===== src/verilog/flan_defs.svh =====
// Constants for the fibre link auto-negotiation block: bit positions,
// masks, codes and timer figures.
// Assumes a 16-bit configuration word as carried by the coding sublayer.
`ifndef FLAN_DEFS_SVH
`define FLAN_DEFS_SVH

// Base page bit positions
`define FLAN_BIT_FD 5
`define FLAN_BIT_HD 6
`define FLAN_BIT_PS1 7
`define FLAN_BIT_PS2 8
`define FLAN_BIT_RF_LO 12
`define FLAN_BIT_ACK 14
`define FLAN_BIT_NXT 15
// Next page bit positions
`define FLAN_BIT_TGL 11
`define FLAN_BIT_ACK_SEC 12
`define FLAN_BIT_MSG 13
// Ability bits software may advertise (next page, both pause, both duplex)
`define FLAN_ABIL_MASK 16'h81e0
// Remote fault codes
`define FLAN_RF_NONE 2'h0
`define FLAN_RF_OFFLINE 2'h1
`define FLAN_RF_LINK_FAIL 2'h2
`define FLAN_RF_AN_ERROR 2'h3
// Message codes
`define FLAN_MSG_NULL 11'h001
`define FLAN_MSG_MAX 11'h00a
// Status, expansion and extended status bit positions
`define FLAN_ST_EXT_CAP 0
`define FLAN_ST_LINK 2
`define FLAN_ST_AN_ABLE 3
`define FLAN_ST_RF 4
`define FLAN_ST_AN_DONE 5
`define FLAN_EXP_PAGE_RX 1
`define FLAN_EXP_NXT_ABLE 2
`define FLAN_EXT_X_FD 15
`define FLAN_EXT_X_HD 14
// Settle timer: 10 ms at 100 MHz
`define FLAN_LINK_TIMER_MS 10
`define FLAN_CLK_KHZ 100000

`endif


===== src/verilog/flan_pkg.sv =====
// Types shared by the auto-negotiation core and its timer.
// Assumes flan_defs.svh supplies the numeric constants.
`default_nettype none

package flan_pkg;

    // Negotiation states
    typedef enum logic [2:0] {
        FLAN_AN_ENABLE = 3'b000,
        FLAN_AN_RESTART = 3'b001,
        FLAN_ABIL_DETECT = 3'b010,
        FLAN_ACK_DETECT = 3'b011,
        FLAN_COMPLETE_ACK = 3'b100,
        FLAN_IDLE_DETECT = 3'b101,
        FLAN_LINK_OK = 3'b110,
        FLAN_NXT_WAIT = 3'b111
    } flan_state_t;

    // Resolved link mode
    typedef struct packed {
        logic full_duplex;
        logic half_duplex;
        logic tx_pause;
        logic rx_pause;
        logic fail;
    } flan_res_t;

    // Timer state
    typedef struct packed {
        logic run;
        logic done;
        logic [31:0] cnt;
    } flan_tmr_t;

    // Core state
    typedef struct packed {
        flan_state_t state;
        logic [15:0] tx_word;
        logic send_cfg;
        logic [15:0] page_word;
        logic [15:0] base_word;
        logic [15:0] last_rx;
        logic [1:0] cnt;
        logic [1:0] idle_cnt;
        logic [15:0] abil_word;
        logic [1:0] rf_hold;
        logic rf_status;
        logic page_rx;
        logic [15:0] lp_base;
        logic [15:0] lp_nxt;
        logic [15:0] nxt_tx;
        logic nxt_tx_valid;
        logic nxt_phase;
        logic lp_more;
        logic tgl;
        logic an_en_prev;
        logic an_complete;
        flan_res_t res;
    } flan_core_t;

endpackage

`default_nettype wire


===== src/verilog/flan_core.sv =====
// Auto-negotiation core of a gigabit fibre link endpoint: builds and
// exchanges the 16-bit configuration word, resolves duplex and pause,
// runs the next-page exchange and holds the management equivalents.
// Assumes the coding sublayer on the same clock reports each received
// /C/ word and each /I/ as one-cycle pulses, and sends tx_cfg_word as
// /C/ while tx_send_cfg is high, idles otherwise.
`default_nettype none
`include "flan_defs.svh"

module flan_core #(
    parameter int LINK_TIMER_CYCLES = `FLAN_LINK_TIMER_MS * `FLAN_CLK_KHZ,
    parameter logic [15:0] POSSESS_MASK = 16'h81e0,
    parameter logic USE_MGMT = 1'b1,
    parameter logic [15:0] FIXED_ADV = 16'h0020,
    parameter logic NXT_ABLE = 1'b1,
    parameter logic [10:0] MSG_CODE_MAX = `FLAN_MSG_MAX
) (
    input wire logic clk,
    input wire logic resetn,
    input wire logic rx_cfg_valid,
    input wire logic [15:0] rx_cfg_word,
    input wire logic rx_idle_valid,
    output logic [15:0] tx_cfg_word,
    output logic tx_send_cfg,
    input wire logic an_enable,
    input wire logic an_restart,
    input wire logic [15:0] adv_ability,
    input wire logic [1:0] rf_request,
    input wire logic [15:0] nxt_tx_word,
    input wire logic nxt_tx_load,
    input wire logic status_read,
    input wire logic exp_read,
    output logic [15:0] mr_status,
    output logic [15:0] mr_partner_base,
    output logic [15:0] mr_expansion,
    output logic [15:0] mr_nxt_tx,
    output logic [15:0] mr_partner_nxt,
    output logic [15:0] mr_ext_status,
    output flan_pkg::flan_res_t resolved
);
    flan_pkg::flan_core_t q; // Registered state
    flan_pkg::flan_core_t d; // Next state
    logic tmr_start; // Restart settle timer
    logic tmr_done; // Settle timer expired
    logic abil_match; // Three equal /C/ words
    logic ack_match; // Three equal words with ack set
    logic idle_match; // Three /I/ in a row
    logic go_restart; // Enter restart this cycle
    logic [15:0] adv_eff; // Ability actually offered
    logic [15:0] base_page; // Base page without ack or fault
    logic [1:0] rf_send; // Fault code for a new restart
    logic lp_null; // Received page is a null message

    // Settle timer shared by restart, acknowledge-complete and idle wait
    flan_timer #(
        .CYCLES(LINK_TIMER_CYCLES)
    ) u_timer (
        .clk(clk),
        .resetn(resetn),
        .start(tmr_start),
        .done(tmr_done)
    );

    // Build one next page; a missing page becomes a null message page
    function automatic logic [15:0] nxt_page(input logic [15:0] w, input logic valid,
                                            input logic tgl);
        logic [15:0] p;
        p = w;
        if (!valid)
        begin
            p = 16'h0000;
            p[`FLAN_BIT_MSG] = 1'b1;
            p[10:0] = `FLAN_MSG_NULL;
        end
        else if (p[`FLAN_BIT_MSG] && (p[10:0] == 11'h000 || p[10:0] > MSG_CODE_MAX))
        begin
            // Reserved code replaced, not sent
            p[10:0] = `FLAN_MSG_NULL;
        end
        p[`FLAN_BIT_ACK] = 1'b0; // Ack added per state
        p[`FLAN_BIT_TGL] = tgl;
        return p;
    endfunction

    // Offered abilities: never more than the hardware has
    always_comb
    begin
        adv_eff = (USE_MGMT ? adv_ability : FIXED_ADV) & POSSESS_MASK;
        adv_eff = adv_eff & `FLAN_ABIL_MASK;
        if (!NXT_ABLE)
            adv_eff[`FLAN_BIT_NXT] = 1'b0;
        base_page = adv_eff;
        rf_send = (q.rf_hold != `FLAN_RF_NONE) ? q.rf_hold : rf_request;
    end

    // Match detectors on the latched receive history
    always_comb
    begin
        abil_match = (q.cnt == 2'h3);
        ack_match = abil_match && q.last_rx[`FLAN_BIT_ACK];
        idle_match = (q.idle_cnt == 2'h3);
        lp_null = q.last_rx[`FLAN_BIT_MSG] && (q.last_rx[10:0] == `FLAN_MSG_NULL);
    end

    // Next-state logic
    always_comb
    begin
        d = q;
        tmr_start = 1'b0;
        go_restart = 1'b0;
        d.an_en_prev = an_enable;

        // Count consecutive equal /C/ words and consecutive /I/
        if (rx_cfg_valid)
        begin
            d.idle_cnt = 2'h0;
            d.last_rx = rx_cfg_word;
            if (q.cnt != 2'h0 && rx_cfg_word == q.last_rx)
                d.cnt = (q.cnt == 2'h3) ? 2'h3 : q.cnt + 2'h1;
            else
                d.cnt = 2'h1;
        end
        else if (rx_idle_valid)
        begin
            d.cnt = 2'h0;
            d.idle_cnt = (q.idle_cnt == 2'h3) ? 2'h3 : q.idle_cnt + 2'h1;
        end

        // Software clears first so a same-cycle set survives
        if (exp_read)
            d.page_rx = 1'b0;
        if (status_read)
            d.rf_status = 1'b0;
        if (nxt_tx_load)
        begin
            d.nxt_tx = nxt_tx_word;
            d.nxt_tx_valid = 1'b1;
        end
        // Latch a requested fault so it cannot vanish mid-exchange
        if (q.rf_hold == `FLAN_RF_NONE && rf_request != `FLAN_RF_NONE)
            d.rf_hold = rf_request;

        case (q.state)
            flan_pkg::FLAN_AN_ENABLE:
            begin
                if (an_enable)
                    go_restart = 1'b1;
            end
            flan_pkg::FLAN_AN_RESTART:
            begin
                if (tmr_done)
                    d.state = flan_pkg::FLAN_ABIL_DETECT;
            end
            flan_pkg::FLAN_ABIL_DETECT, flan_pkg::FLAN_NXT_WAIT:
            begin
                if (abil_match && q.last_rx != 16'h0000)
                begin
                    d.abil_word = q.last_rx;
                    d.state = flan_pkg::FLAN_ACK_DETECT;
                end
            end
            flan_pkg::FLAN_ACK_DETECT:
            begin
                if (abil_match && q.last_rx == 16'h0000)
                    d.state = flan_pkg::FLAN_AN_ENABLE; // Partner restarted
                else if (ack_match)
                begin
                    // Acked word must agree with the word first matched
                    if ({q.last_rx[15], q.last_rx[13:0]} == {q.abil_word[15], q.abil_word[13:0]})
                    begin
                        d.state = flan_pkg::FLAN_COMPLETE_ACK;
                        tmr_start = 1'b1;
                        d.page_rx = 1'b1;
                        d.lp_more = q.last_rx[`FLAN_BIT_NXT] &&
                                    !(q.nxt_phase && lp_null);
                        if (!q.nxt_phase)
                        begin
                            d.lp_base = q.last_rx;
                            if (q.last_rx[13:12] != `FLAN_RF_NONE)
                                d.rf_status = 1'b1;
                        end
                        else
                        begin
                            d.lp_nxt = q.last_rx;
                        end
                    end
                    else
                    begin
                        d.state = flan_pkg::FLAN_AN_ENABLE;
                    end
                end
            end
            flan_pkg::FLAN_COMPLETE_ACK:
            begin
                // Word stays unchanged until the settle timer runs out
                if (tmr_done)
                begin
                    if (q.base_word[`FLAN_BIT_NXT] && q.lp_base[`FLAN_BIT_NXT] &&
                        (q.page_word[`FLAN_BIT_NXT] || q.lp_more))
                    begin
                        d.state = flan_pkg::FLAN_NXT_WAIT;
                        d.nxt_phase = 1'b1;
                        d.tgl = ~q.tgl;
                        d.page_word = nxt_page(q.nxt_tx, q.nxt_tx_valid, ~q.tgl);
                        d.nxt_tx_valid = nxt_tx_load; // Consumed unless refilled
                    end
                    else
                    begin
                        d.state = flan_pkg::FLAN_IDLE_DETECT;
                        tmr_start = 1'b1;
                        d.rf_hold = `FLAN_RF_NONE;
                    end
                end
            end
            flan_pkg::FLAN_IDLE_DETECT:
            begin
                if (tmr_done && idle_match)
                begin
                    d.state = flan_pkg::FLAN_LINK_OK;
                    d.an_complete = 1'b1;
                    // Duplex: full preferred when both offer it
                    d.res.full_duplex = q.base_word[`FLAN_BIT_FD] &&
                                        q.lp_base[`FLAN_BIT_FD];
                    d.res.half_duplex = !d.res.full_duplex &&
                                        q.base_word[`FLAN_BIT_HD] && q.lp_base[`FLAN_BIT_HD];
                    d.res.fail = !d.res.full_duplex && !d.res.half_duplex;
                    // Symmetric and asymmetric pause resolution
                    d.res.tx_pause = (q.base_word[`FLAN_BIT_PS1] && q.lp_base[`FLAN_BIT_PS1]) ||
                        (!q.base_word[`FLAN_BIT_PS1] && q.base_word[`FLAN_BIT_PS2] &&
                         q.lp_base[`FLAN_BIT_PS1] && q.lp_base[`FLAN_BIT_PS2]);
                    d.res.rx_pause = (q.base_word[`FLAN_BIT_PS1] && q.lp_base[`FLAN_BIT_PS1]) ||
                        (q.base_word[`FLAN_BIT_PS1] && q.base_word[`FLAN_BIT_PS2] &&
                         !q.lp_base[`FLAN_BIT_PS1] && q.lp_base[`FLAN_BIT_PS2]);
                end
                else if (abil_match)
                begin
                    d.state = flan_pkg::FLAN_AN_ENABLE; // Partner still configuring
                end
            end
            flan_pkg::FLAN_LINK_OK:
            begin
                if (abil_match)
                    go_restart = 1'b1; // Partner renegotiates
            end
            default:
            begin
                d.state = flan_pkg::FLAN_AN_ENABLE;
            end
        endcase

        // Restart request or enable change overrides any state
        if (an_enable && (an_restart || !q.an_en_prev))
            go_restart = 1'b1;
        if (!an_enable)
        begin
            go_restart = 1'b0;
            d.state = flan_pkg::FLAN_AN_ENABLE;
        end
        if (go_restart)
        begin
            d.state = flan_pkg::FLAN_AN_RESTART;
            tmr_start = 1'b1;
            d.nxt_phase = 1'b0;
            d.tgl = 1'b0;
            d.base_word = base_page;
            d.page_word = base_page | {2'h0, rf_send, 12'h000};
        end
        if (d.state != q.state && d.state != flan_pkg::FLAN_LINK_OK)
            d.an_complete = 1'b0;
        // Matches evaluate fresh on each state entry
        if (d.state != q.state)
        begin
            d.cnt = 2'h0;
            d.idle_cnt = 2'h0;
        end

        // Transmitted word follows the state being entered
        case (d.state)
            flan_pkg::FLAN_ABIL_DETECT, flan_pkg::FLAN_NXT_WAIT:
            begin
                d.tx_word = d.page_word;
                d.send_cfg = 1'b1;
            end
            flan_pkg::FLAN_ACK_DETECT, flan_pkg::FLAN_COMPLETE_ACK:
            begin
                d.tx_word = d.page_word | 16'h4000;
                d.send_cfg = 1'b1;
            end
            flan_pkg::FLAN_AN_RESTART:
            begin
                d.tx_word = 16'h0000; // Zero word forces partner restart
                d.send_cfg = 1'b1;
            end
            default:
            begin
                d.tx_word = 16'h0000;
                d.send_cfg = 1'b0;
            end
        endcase
    end

    // State register
    always_ff @(posedge clk)
    begin
        if (!resetn)
        begin
            q <= '0;
            q.state <= flan_pkg::FLAN_AN_ENABLE;
        end
        else
        begin
            q <= d;
        end
    end

    // Management equivalents, assembled from registered state
    always_comb
    begin
        mr_status = 16'h0000;
        mr_status[`FLAN_ST_EXT_CAP] = 1'b1;
        mr_status[`FLAN_ST_LINK] = (q.state == flan_pkg::FLAN_LINK_OK);
        mr_status[`FLAN_ST_AN_ABLE] = 1'b1;
        mr_status[`FLAN_ST_RF] = q.rf_status;
        mr_status[`FLAN_ST_AN_DONE] = q.an_complete;
        mr_expansion = 16'h0000;
        mr_expansion[`FLAN_EXP_PAGE_RX] = q.page_rx;
        mr_expansion[`FLAN_EXP_NXT_ABLE] = NXT_ABLE;
        mr_ext_status = 16'h0000;
        mr_ext_status[`FLAN_EXT_X_FD] = POSSESS_MASK[`FLAN_BIT_FD];
        mr_ext_status[`FLAN_EXT_X_HD] = POSSESS_MASK[`FLAN_BIT_HD];
    end

    assign mr_partner_base = q.lp_base;
    assign mr_partner_nxt = q.lp_nxt;
    assign mr_nxt_tx = q.nxt_tx;
    assign tx_cfg_word = q.tx_word;
    assign tx_send_cfg = q.send_cfg;
    assign resolved = q.res;
endmodule

`default_nettype wire


===== src/verilog/flan_timer.sv =====
// Settle timer: one-shot down counter, restarted by a start pulse.
// Assumes start is a one-cycle pulse on clk.
`default_nettype none

module flan_timer #(
    parameter int CYCLES = 1000000
) (
    input wire logic clk,
    input wire logic resetn,
    input wire logic start,
    output logic done
);
    flan_pkg::flan_tmr_t q; // Registered state
    flan_pkg::flan_tmr_t d; // Next state

    // Next-state: load, count down, flag expiry
    always_comb
    begin
        d = q;
        if (start)
        begin
            // Start restarts even a running count
            d.run = 1'b1;
            d.done = 1'b0;
            d.cnt = 32'(CYCLES - 1);
        end
        else if (q.run)
        begin
            if (q.cnt == 32'h0)
            begin
                d.run = 1'b0;
                d.done = 1'b1;
            end
            else
            begin
                d.cnt = q.cnt - 32'h1;
            end
        end
    end

    // State register
    always_ff @(posedge clk)
    begin
        if (!resetn)
            q <= '0;
        else
            q <= d;
    end

    assign done = q.done; // Level until next start
endmodule

`default_nettype wire

===== config.mk =====
export PLATFORM = sky130hd
export DESIGN_NAME = flan_core
export DESIGN_NICKNAME = d
export VERILOG_FILES = /design/src/verilog/flan_pkg.sv /design/src/verilog/flan_core.sv /design/src/verilog/flan_timer.sv
export VERILOG_INCLUDE_DIRS = /design/src /design/src/verilog
export SDC_FILE = /design/constraint.sdc
export NUM_CORES = 1
export LEC_CHECK = 0
export ABC_AREA = 1
export BUFFER_PORTS_ARGS = -buffer_cell sky130_fd_sc_hd__buf_2
export CAP_MARGIN = 20
export CELL_PAD_IN_SITES_DETAIL_PLACEMENT = 0
export CELL_PAD_IN_SITES_GLOBAL_PLACEMENT = 1
export CORE_MARGIN = 4
export CORE_UTILIZATION = 40
export CTS_CLUSTER_DIAMETER = 200
export DETAILED_ROUTE_END_ITERATION = 6
export GPL_ROUTABILITY_DRIVEN = 0
export PLACE_DENSITY_LB_ADDON = 0.1
export REMOVE_ABC_BUFFERS = 1
export SLEW_MARGIN = 20
export SYNTH_ARGS = -nofsm -noshare
export SYNTH_HDL_FRONTEND = slang
export SYNTH_SLANG_ARGS = --single-unit

===== constraint.sdc =====
create_clock -name clk -period 2.7 [get_ports clk]
set_clock_uncertainty 0.1 [all_clocks]
set_input_delay 0.27 -clock clk [delete_from_list [all_inputs] [get_ports clk]]
set_output_delay 0.27 -clock clk [all_outputs]
set_load 0.05 [all_outputs]

==> results of run 1 <==
[layer usage]
| layer | wire length (um) | vias up |
|---|---|---|
| met4 | 201 | 0 |
| met1 | 9807 | 3104 |
| met3 | 741 | 14 |
| li1 | - | 3636 |
| met5 | 0 | - |
| met2 | 9999 | 119 |
[power by group]
| part | internal, mW | total (mW) | switching, mW |
|---|---|---|---|
| Sequential | 2.62 | 2.70 | 0.0721 |
| Clock | 1.57 | 2.65 | 1.09 |
| Combinational | 0.188 | 0.685 | 0.497 |
[worst reg2reg max path, delay by kind of cell, from the launching register on]
family,cells,cell delay (ns)
flip-flops,1,0.56
buffers and inverters,2,0.34
AND/OR/NAND/NOR,7,1.00
AO/OA/AOI/OAI,2,0.29
[timing repair]
action | CTS | global route
hold endpoints to repair | 16 | 0
buffers inserted | 0 | 0
hold buffers | 16 | 0
setup endpoints to repair | 0 | 0
[area by class of cell]
| cell class | count | area share |
|---|---|---|
| inverters | 114 | 0.04571 |
| repair buffers | 153 | 0.09409 |
| clock buffers | 17 | 0.04518 |
| clock inverters | 15 | 0.02193 |
| well taps | 270 | 0.03588 |
| flip-flops and latches | 173 | 0.3678 |
| multi-input cells | 733 | 0.3894 |
[cells by family after synthesis]
family,Yosys count,share of synthesized area
buffers and inverters,265,0.1738
AND/OR/NAND/NOR,426,0.2391
XOR/XNOR,23,0.02388
flip-flops,173,0.4106
AO/OA/AOI/OAI,238,0.1488
adder cells (fa/ha/maj),2,0.002966
other,2,0.0008903
[cells in the final DEF (no fill, tap or decap), types with 3 or more instances in the layout]
cell and count:
a21oi_1 111, a31oi_1 5, buf_2 121, buf_4 16, bufinv_16 4, clkbuf_16 17, conb_1 44, dfxtp_1 173
dlygate4sd3_1 16, inv_1 96, inv_2 17, inv_6 6, nand2_1 169, nand2_2 7, nand2_4 4, nand3_1 31
nand3_4 3, nand3b_1 3, nand4_1 17, nor2_1 129, nor2_2 8, nor2_4 15, nor3_1 17, nor4_1 9
o211ai_1 5, o21a_1 3, o21ai_0 98, o21ai_1 6, or2_2 4, xnor2_1 7, xor2_1 16
[flip-flops by register name (all words and copies together) (netlist names)]
name / flops
mr_expansion: 1
u_timer.q: 33
mr_partner_nxt: 16
mr_status: 2
mr_nxt_tx: 16
tx_cfg_word: 16
tx_send_cfg: 1
u_timer.done: 1
q: 66
mr_partner_base: 16
resolved: 5
[worst paths after layout]
path	slack [ns]	to	cells past startpoint	startpoint
hold reg to reg	0.35	q[114]	2	q[114]
setup reg to reg	0.35	u_timer.q[8]	11	q[148]
setup / recovery	0.35	u_timer.q[8]	11	q[148]
hold / removal	0.02	mr_nxt_tx[3]	3	nxt_tx_word[3]
[per-stage QoR]
step	power [mW]	hold WS [ns]	setup slack, ns	area [um2]	utilization
finish	6.034	0.01869	0.3535	9415	0.4594
floorplan	3.222	0.2594	0.1422	7557	-
global placement	3.424	0.3332	0.3273	8623	0.4208
global route	6.299	0.01878	0.07884	9415	0.4594
CTS	6.114	0.001217	0.3304	9415	0.4594
detailed placement	3.423	0.3341	0.3525	8623	0.4208
==> flow_summary.toml, run 1 <==
[outcome]
run_status = "finished, final reports clean"

[detailed_routing]
wire_per_inst_um = 14.07
drtIter0Drc = 339
routed_via_density = 4.660
dr.pass1.iters = 6
drc = 0
vias = 6873
wirelength_um = 20750
ant_nets = 0

[synth]
synthArstFlopShare = 0
synth_edf_count = 0
synth-seq-cells = 173
syn_area_um2 = 8436
ys_types = 48
synth_top_area_share = 0.4106
ys_warn_count = 0
synth_most_common_cell = "dfxtp_1"
synth_top_area_cell = "dfxtp_1"
synth_flop_cell = "dfxtp_1"
synth_commonest_cells = "173 x dfxtp_1, 169 x nand2_1, 130 x nor2_1"
synthCells = 1129
synth_area_leaders = "dfxtp_1 41%, buf_4 10%, nand2_1 7.5%"
yosysSeqAreaShare = 0.4106
syn_area_per_cell_um2 = 7.472

[worst_hold_path]
hp-class = "input pin to flip-flop"

[placement]
hpwl_um = 15560
dp_cells = 1427
port_buffers = 121

[critical_path]
worstPathArrival_ns = 2.62
crit_buf_inv = 2
cp.required_ns = 2.97
critical_path.max_stage_delay_ns = 0.56
crit_family = "simple AND/OR/NAND/NOR gates"
path_max_fanout = 15
critPathLaunchType = "flip-flop"
worst_path_max_delay_cell = "dfxtp_1"
critical_path.cell_chain = "inv_1 > nand2_1 > nor2_1 > nand2_1 > nand3_4 > nand2_4 > nand3_4 > nor2_4 > inv_2 > a21oi_1 > o21a_1"
end_kind = "flip-flop"
path_class = "flip-flop to flip-flop"

[grt]
use_met1 = 0.2282
grt_pass1_wl_um = 33670
grt_usage = 0.1758
grt_max_degree = 31
antenna_found_initial = 0
overflow = 0
grt_pass1_vias = 6501
grtUsageMet3 = 0.03619
met2_usage = 0.3005
grt_busiest_layer = "met2"

[final_layout]
nets = 1253
seqCellArea_um2 = 3463
multiInputGateArea_um2 = 3666
drive_gt1_frac = 0.1950
diodes = 0
final_cells = 1475
synthToLayoutAreaGrowth_pct = 11.61
fillers = 2188

[power]
p_leak_nw = 4.224
irDropWorstVdd_uv = 427.4
p_per_area_nw_per_um2 = 640.9

[timing]
fin_crit_ns = 2.347
finalSetupViolations = 0
worst_pin_slew_ns = 0.7156
slew_viol_final = 0
relSlewSlack = 0.5224
rsz0062_at_grt = "no"
fmax_mhz = 426.2
finalHoldViolations = 0
fin_crit_sh = 0.8691
fin_setup_tns_ns = 0

[clock_network]
cts_buffers = 17
cts_root_buf = "clkbuf_16"
clkLatencyLatePin_ns = 0.43
cts-htree-levels = 4
cts.path.max_buffers = 2
cts_tree = "yes"
cts_sinks = 173
post_cts_resized = 0
path_clk_slew_ns = 0.07

[job]
max-cap-violations = 0

[floorplanning]
rows = 52
die_y_um = 153.2
start_util = 0.4116
die_x_um = 153.2
die-area_um2 = 23480
ios = 177
core_area_um2 = 20490
No activity file was read; power rests on OpenSTA's default activity.
==> run 2: changes to the inputs <==
==> constraint.sdc (replaced) <==
create_clock -name clk -period 2.7 [get_ports clk]
set_clock_uncertainty 0.1 [all_clocks]
set_input_delay 0.405 -clock clk [delete_from_list [all_inputs] [get_ports clk]]
set_output_delay 0.405 -clock clk [all_outputs]
set_load 0.05 [all_outputs]
==> run 2 against run 1 <==
Register-to-register slack got worse by 0.05 ns. Largest power group unchanged. Total power fell by 4.1%. Largest cell class unchanged. Count of clock-buffer cells in the layout rose by 2. Sequential share of layout area rose by 0.86 points.
==> flow_summary.toml, run 2 (synthesis results as in run 1) <==
[floorplanning]
die_y_um = 153.2
start_util = 0.4116
rows = 52
die-area_um2 = 23480
core_area_um2 = 20490
die_x_um = 153.2
ios = 177

[final_layout]
top_regs = "q: 66 flops, u_timer.q: 33 flops"
final_cells = 1456
fillers = 2185
nets = 1235
final_common_cell = "dfxtp_1"
mostFrequentLayoutCells = "173 x dfxtp_1, 169 x nand2_1, 129 x nor2_1"
largest_reg_flops = 66
utilization = 0.4489
top_register = "q"
synthToLayoutAreaGrowth_pct = 9.063
diodes = 0
drive_gt1_frac = 0.1948

[grt]
antenna_found_initial = 0
grt_pass1_vias = 6267
grt_max_degree = 89
grt_usage = 0.1734
grt_pass1_wl_um = 33420
overflow = 0

[critical_path]
worst_path_max_delay_cell = "dfxtp_1"
path_max_fanout = 15
critical_path.cell_chain = "inv_1 > nand2_1 > nor2_1 > nand2_1 > nand3_4 > nand2_4 > nand3_4 > nor2_4 > inv_2 > a21oi_1 > o21a_1"
crit_buf_inv = 2
cp.required_ns = 2.97
reg2reg_slack_ns = 0.30
crit_family = "simple AND/OR/NAND/NOR gates"
path_class = "flip-flop to flip-flop"
worstPathArrival_ns = 2.67
end_kind = "flip-flop"
critPathLaunchType = "flip-flop"
critical_path.max_stage_delay_ns = 0.55

[clock_network]
cts_buffers = 17
clkLatencyLatePin_ns = 0.43
cts.path.max_buffers = 2
cts_sinks = 173
cts-htree-levels = 4
cts_root_buf = "clkbuf_16"
cts_setup_buffers = 0
cts_tree = "yes"
hold_buffers = 0
path_clk_slew_ns = 0.07
post_cts_resized = 0

[timing]
slew_viol_final = 0
finalHoldViolations = 0
fmax_mhz = 416.6
fin_setup_tns_ns = 0
rsz0062_at_grt = "no"
relSlewSlack = 0.4994
finalSetupViolations = 0
fin_crit_ns = 2.400
worst_pin_slew_ns = 0.7501
fin_crit_sh = 0.8890

[detailed_routing]
routed_via_density = 4.674
vias = 6806
wirelength_um = 20530
drc = 0
drtIter0Drc = 340
ant_nets = 0
wire_per_inst_um = 14.10
dr.pass1.iters = 4

[placement]
port_buffers = 121
hpwl_um = 15200
dp_cells = 1425

[power]
p_leak_nw = 4.124
p_per_area_nw_per_um2 = 628.8
irDropWorstVdd_uv = 354.7

[worst_hold_path]
hp-class = "input pin to flip-flop"

[job]
max-cap-violations = 0

[outcome]
run_status = "finished, final reports clean"
==> run 2: changes by cell type in the layout (fill, tap and decap cells not counted), sizes merged <==
| cell | change |
|---|---|
| buf | -2 |
| bufinv | -2 |
| clkbuf | +2 |
| clkinv | +1 |
| clkinvlp | +1 |
| dlygate4sd3 | -16 |
| inv | -3 |
==> run 2: through the flow <==
stage	total power [mW]	worst slack (ns)	cell area (um2)	hold WS [ns]
2_1_floorplan	3.222	0.1422	7557	0.3196
3_5_place_dp	3.423	0.2829	8621	0.3346
3_3_place_gp	3.423	0.3251	8621	0.3335
5_1_grt	6.043	0.006054	9200	0.09830
4_1_cts	5.869	0.2725	9200	0.08121
6_report	5.785	0.2998	9200	0.1005
==> run 2: area by class of cell <==
class                   instances  area (um2)  area share
multi-input cells             733        3666      0.3985
flip-flops and latches        173        3463      0.3764
repair buffers                135       723.2     0.07861
clock buffers                  19       442.9     0.04814
inverters                     114       430.4     0.04678
well taps                     270       337.8     0.03672
clock inverters                12       136.4     0.01482
==> run 2: worst min-delay path: stages <==
cell	delay (ns)
buf_2	0.07
nor2_1	0.03
nor2_1	0.08
==> run 2: per-layer routing <==
metal	global-route usage	up-vias	routed length, um
met1	0.2322	3095	9732
met2	0.2935	107	9871
met5	0	-	0
met3	0.03251	14	764
li1	-	3590	-
met4	0.03564	0	166
==> run 2: power breakdown <==
part	internal [mW]	leakage, nW	switching [mW]
combinational	0.173	2.44	0.491
clock	1.39	0.276	1.03
sequential	2.62	1.41	0.0750
==> run 2: final timing paths <==
path / startpoint / endpoint / cells after the start
worst max register to register: q[148] / u_timer.q[8] / 11
worst max-delay path: q[148] / u_timer.q[8] / 11
worst min register to register: q[114] / q[114] / 2
worst min-delay path: nxt_tx_word[10] / mr_nxt_tx[10] / 3
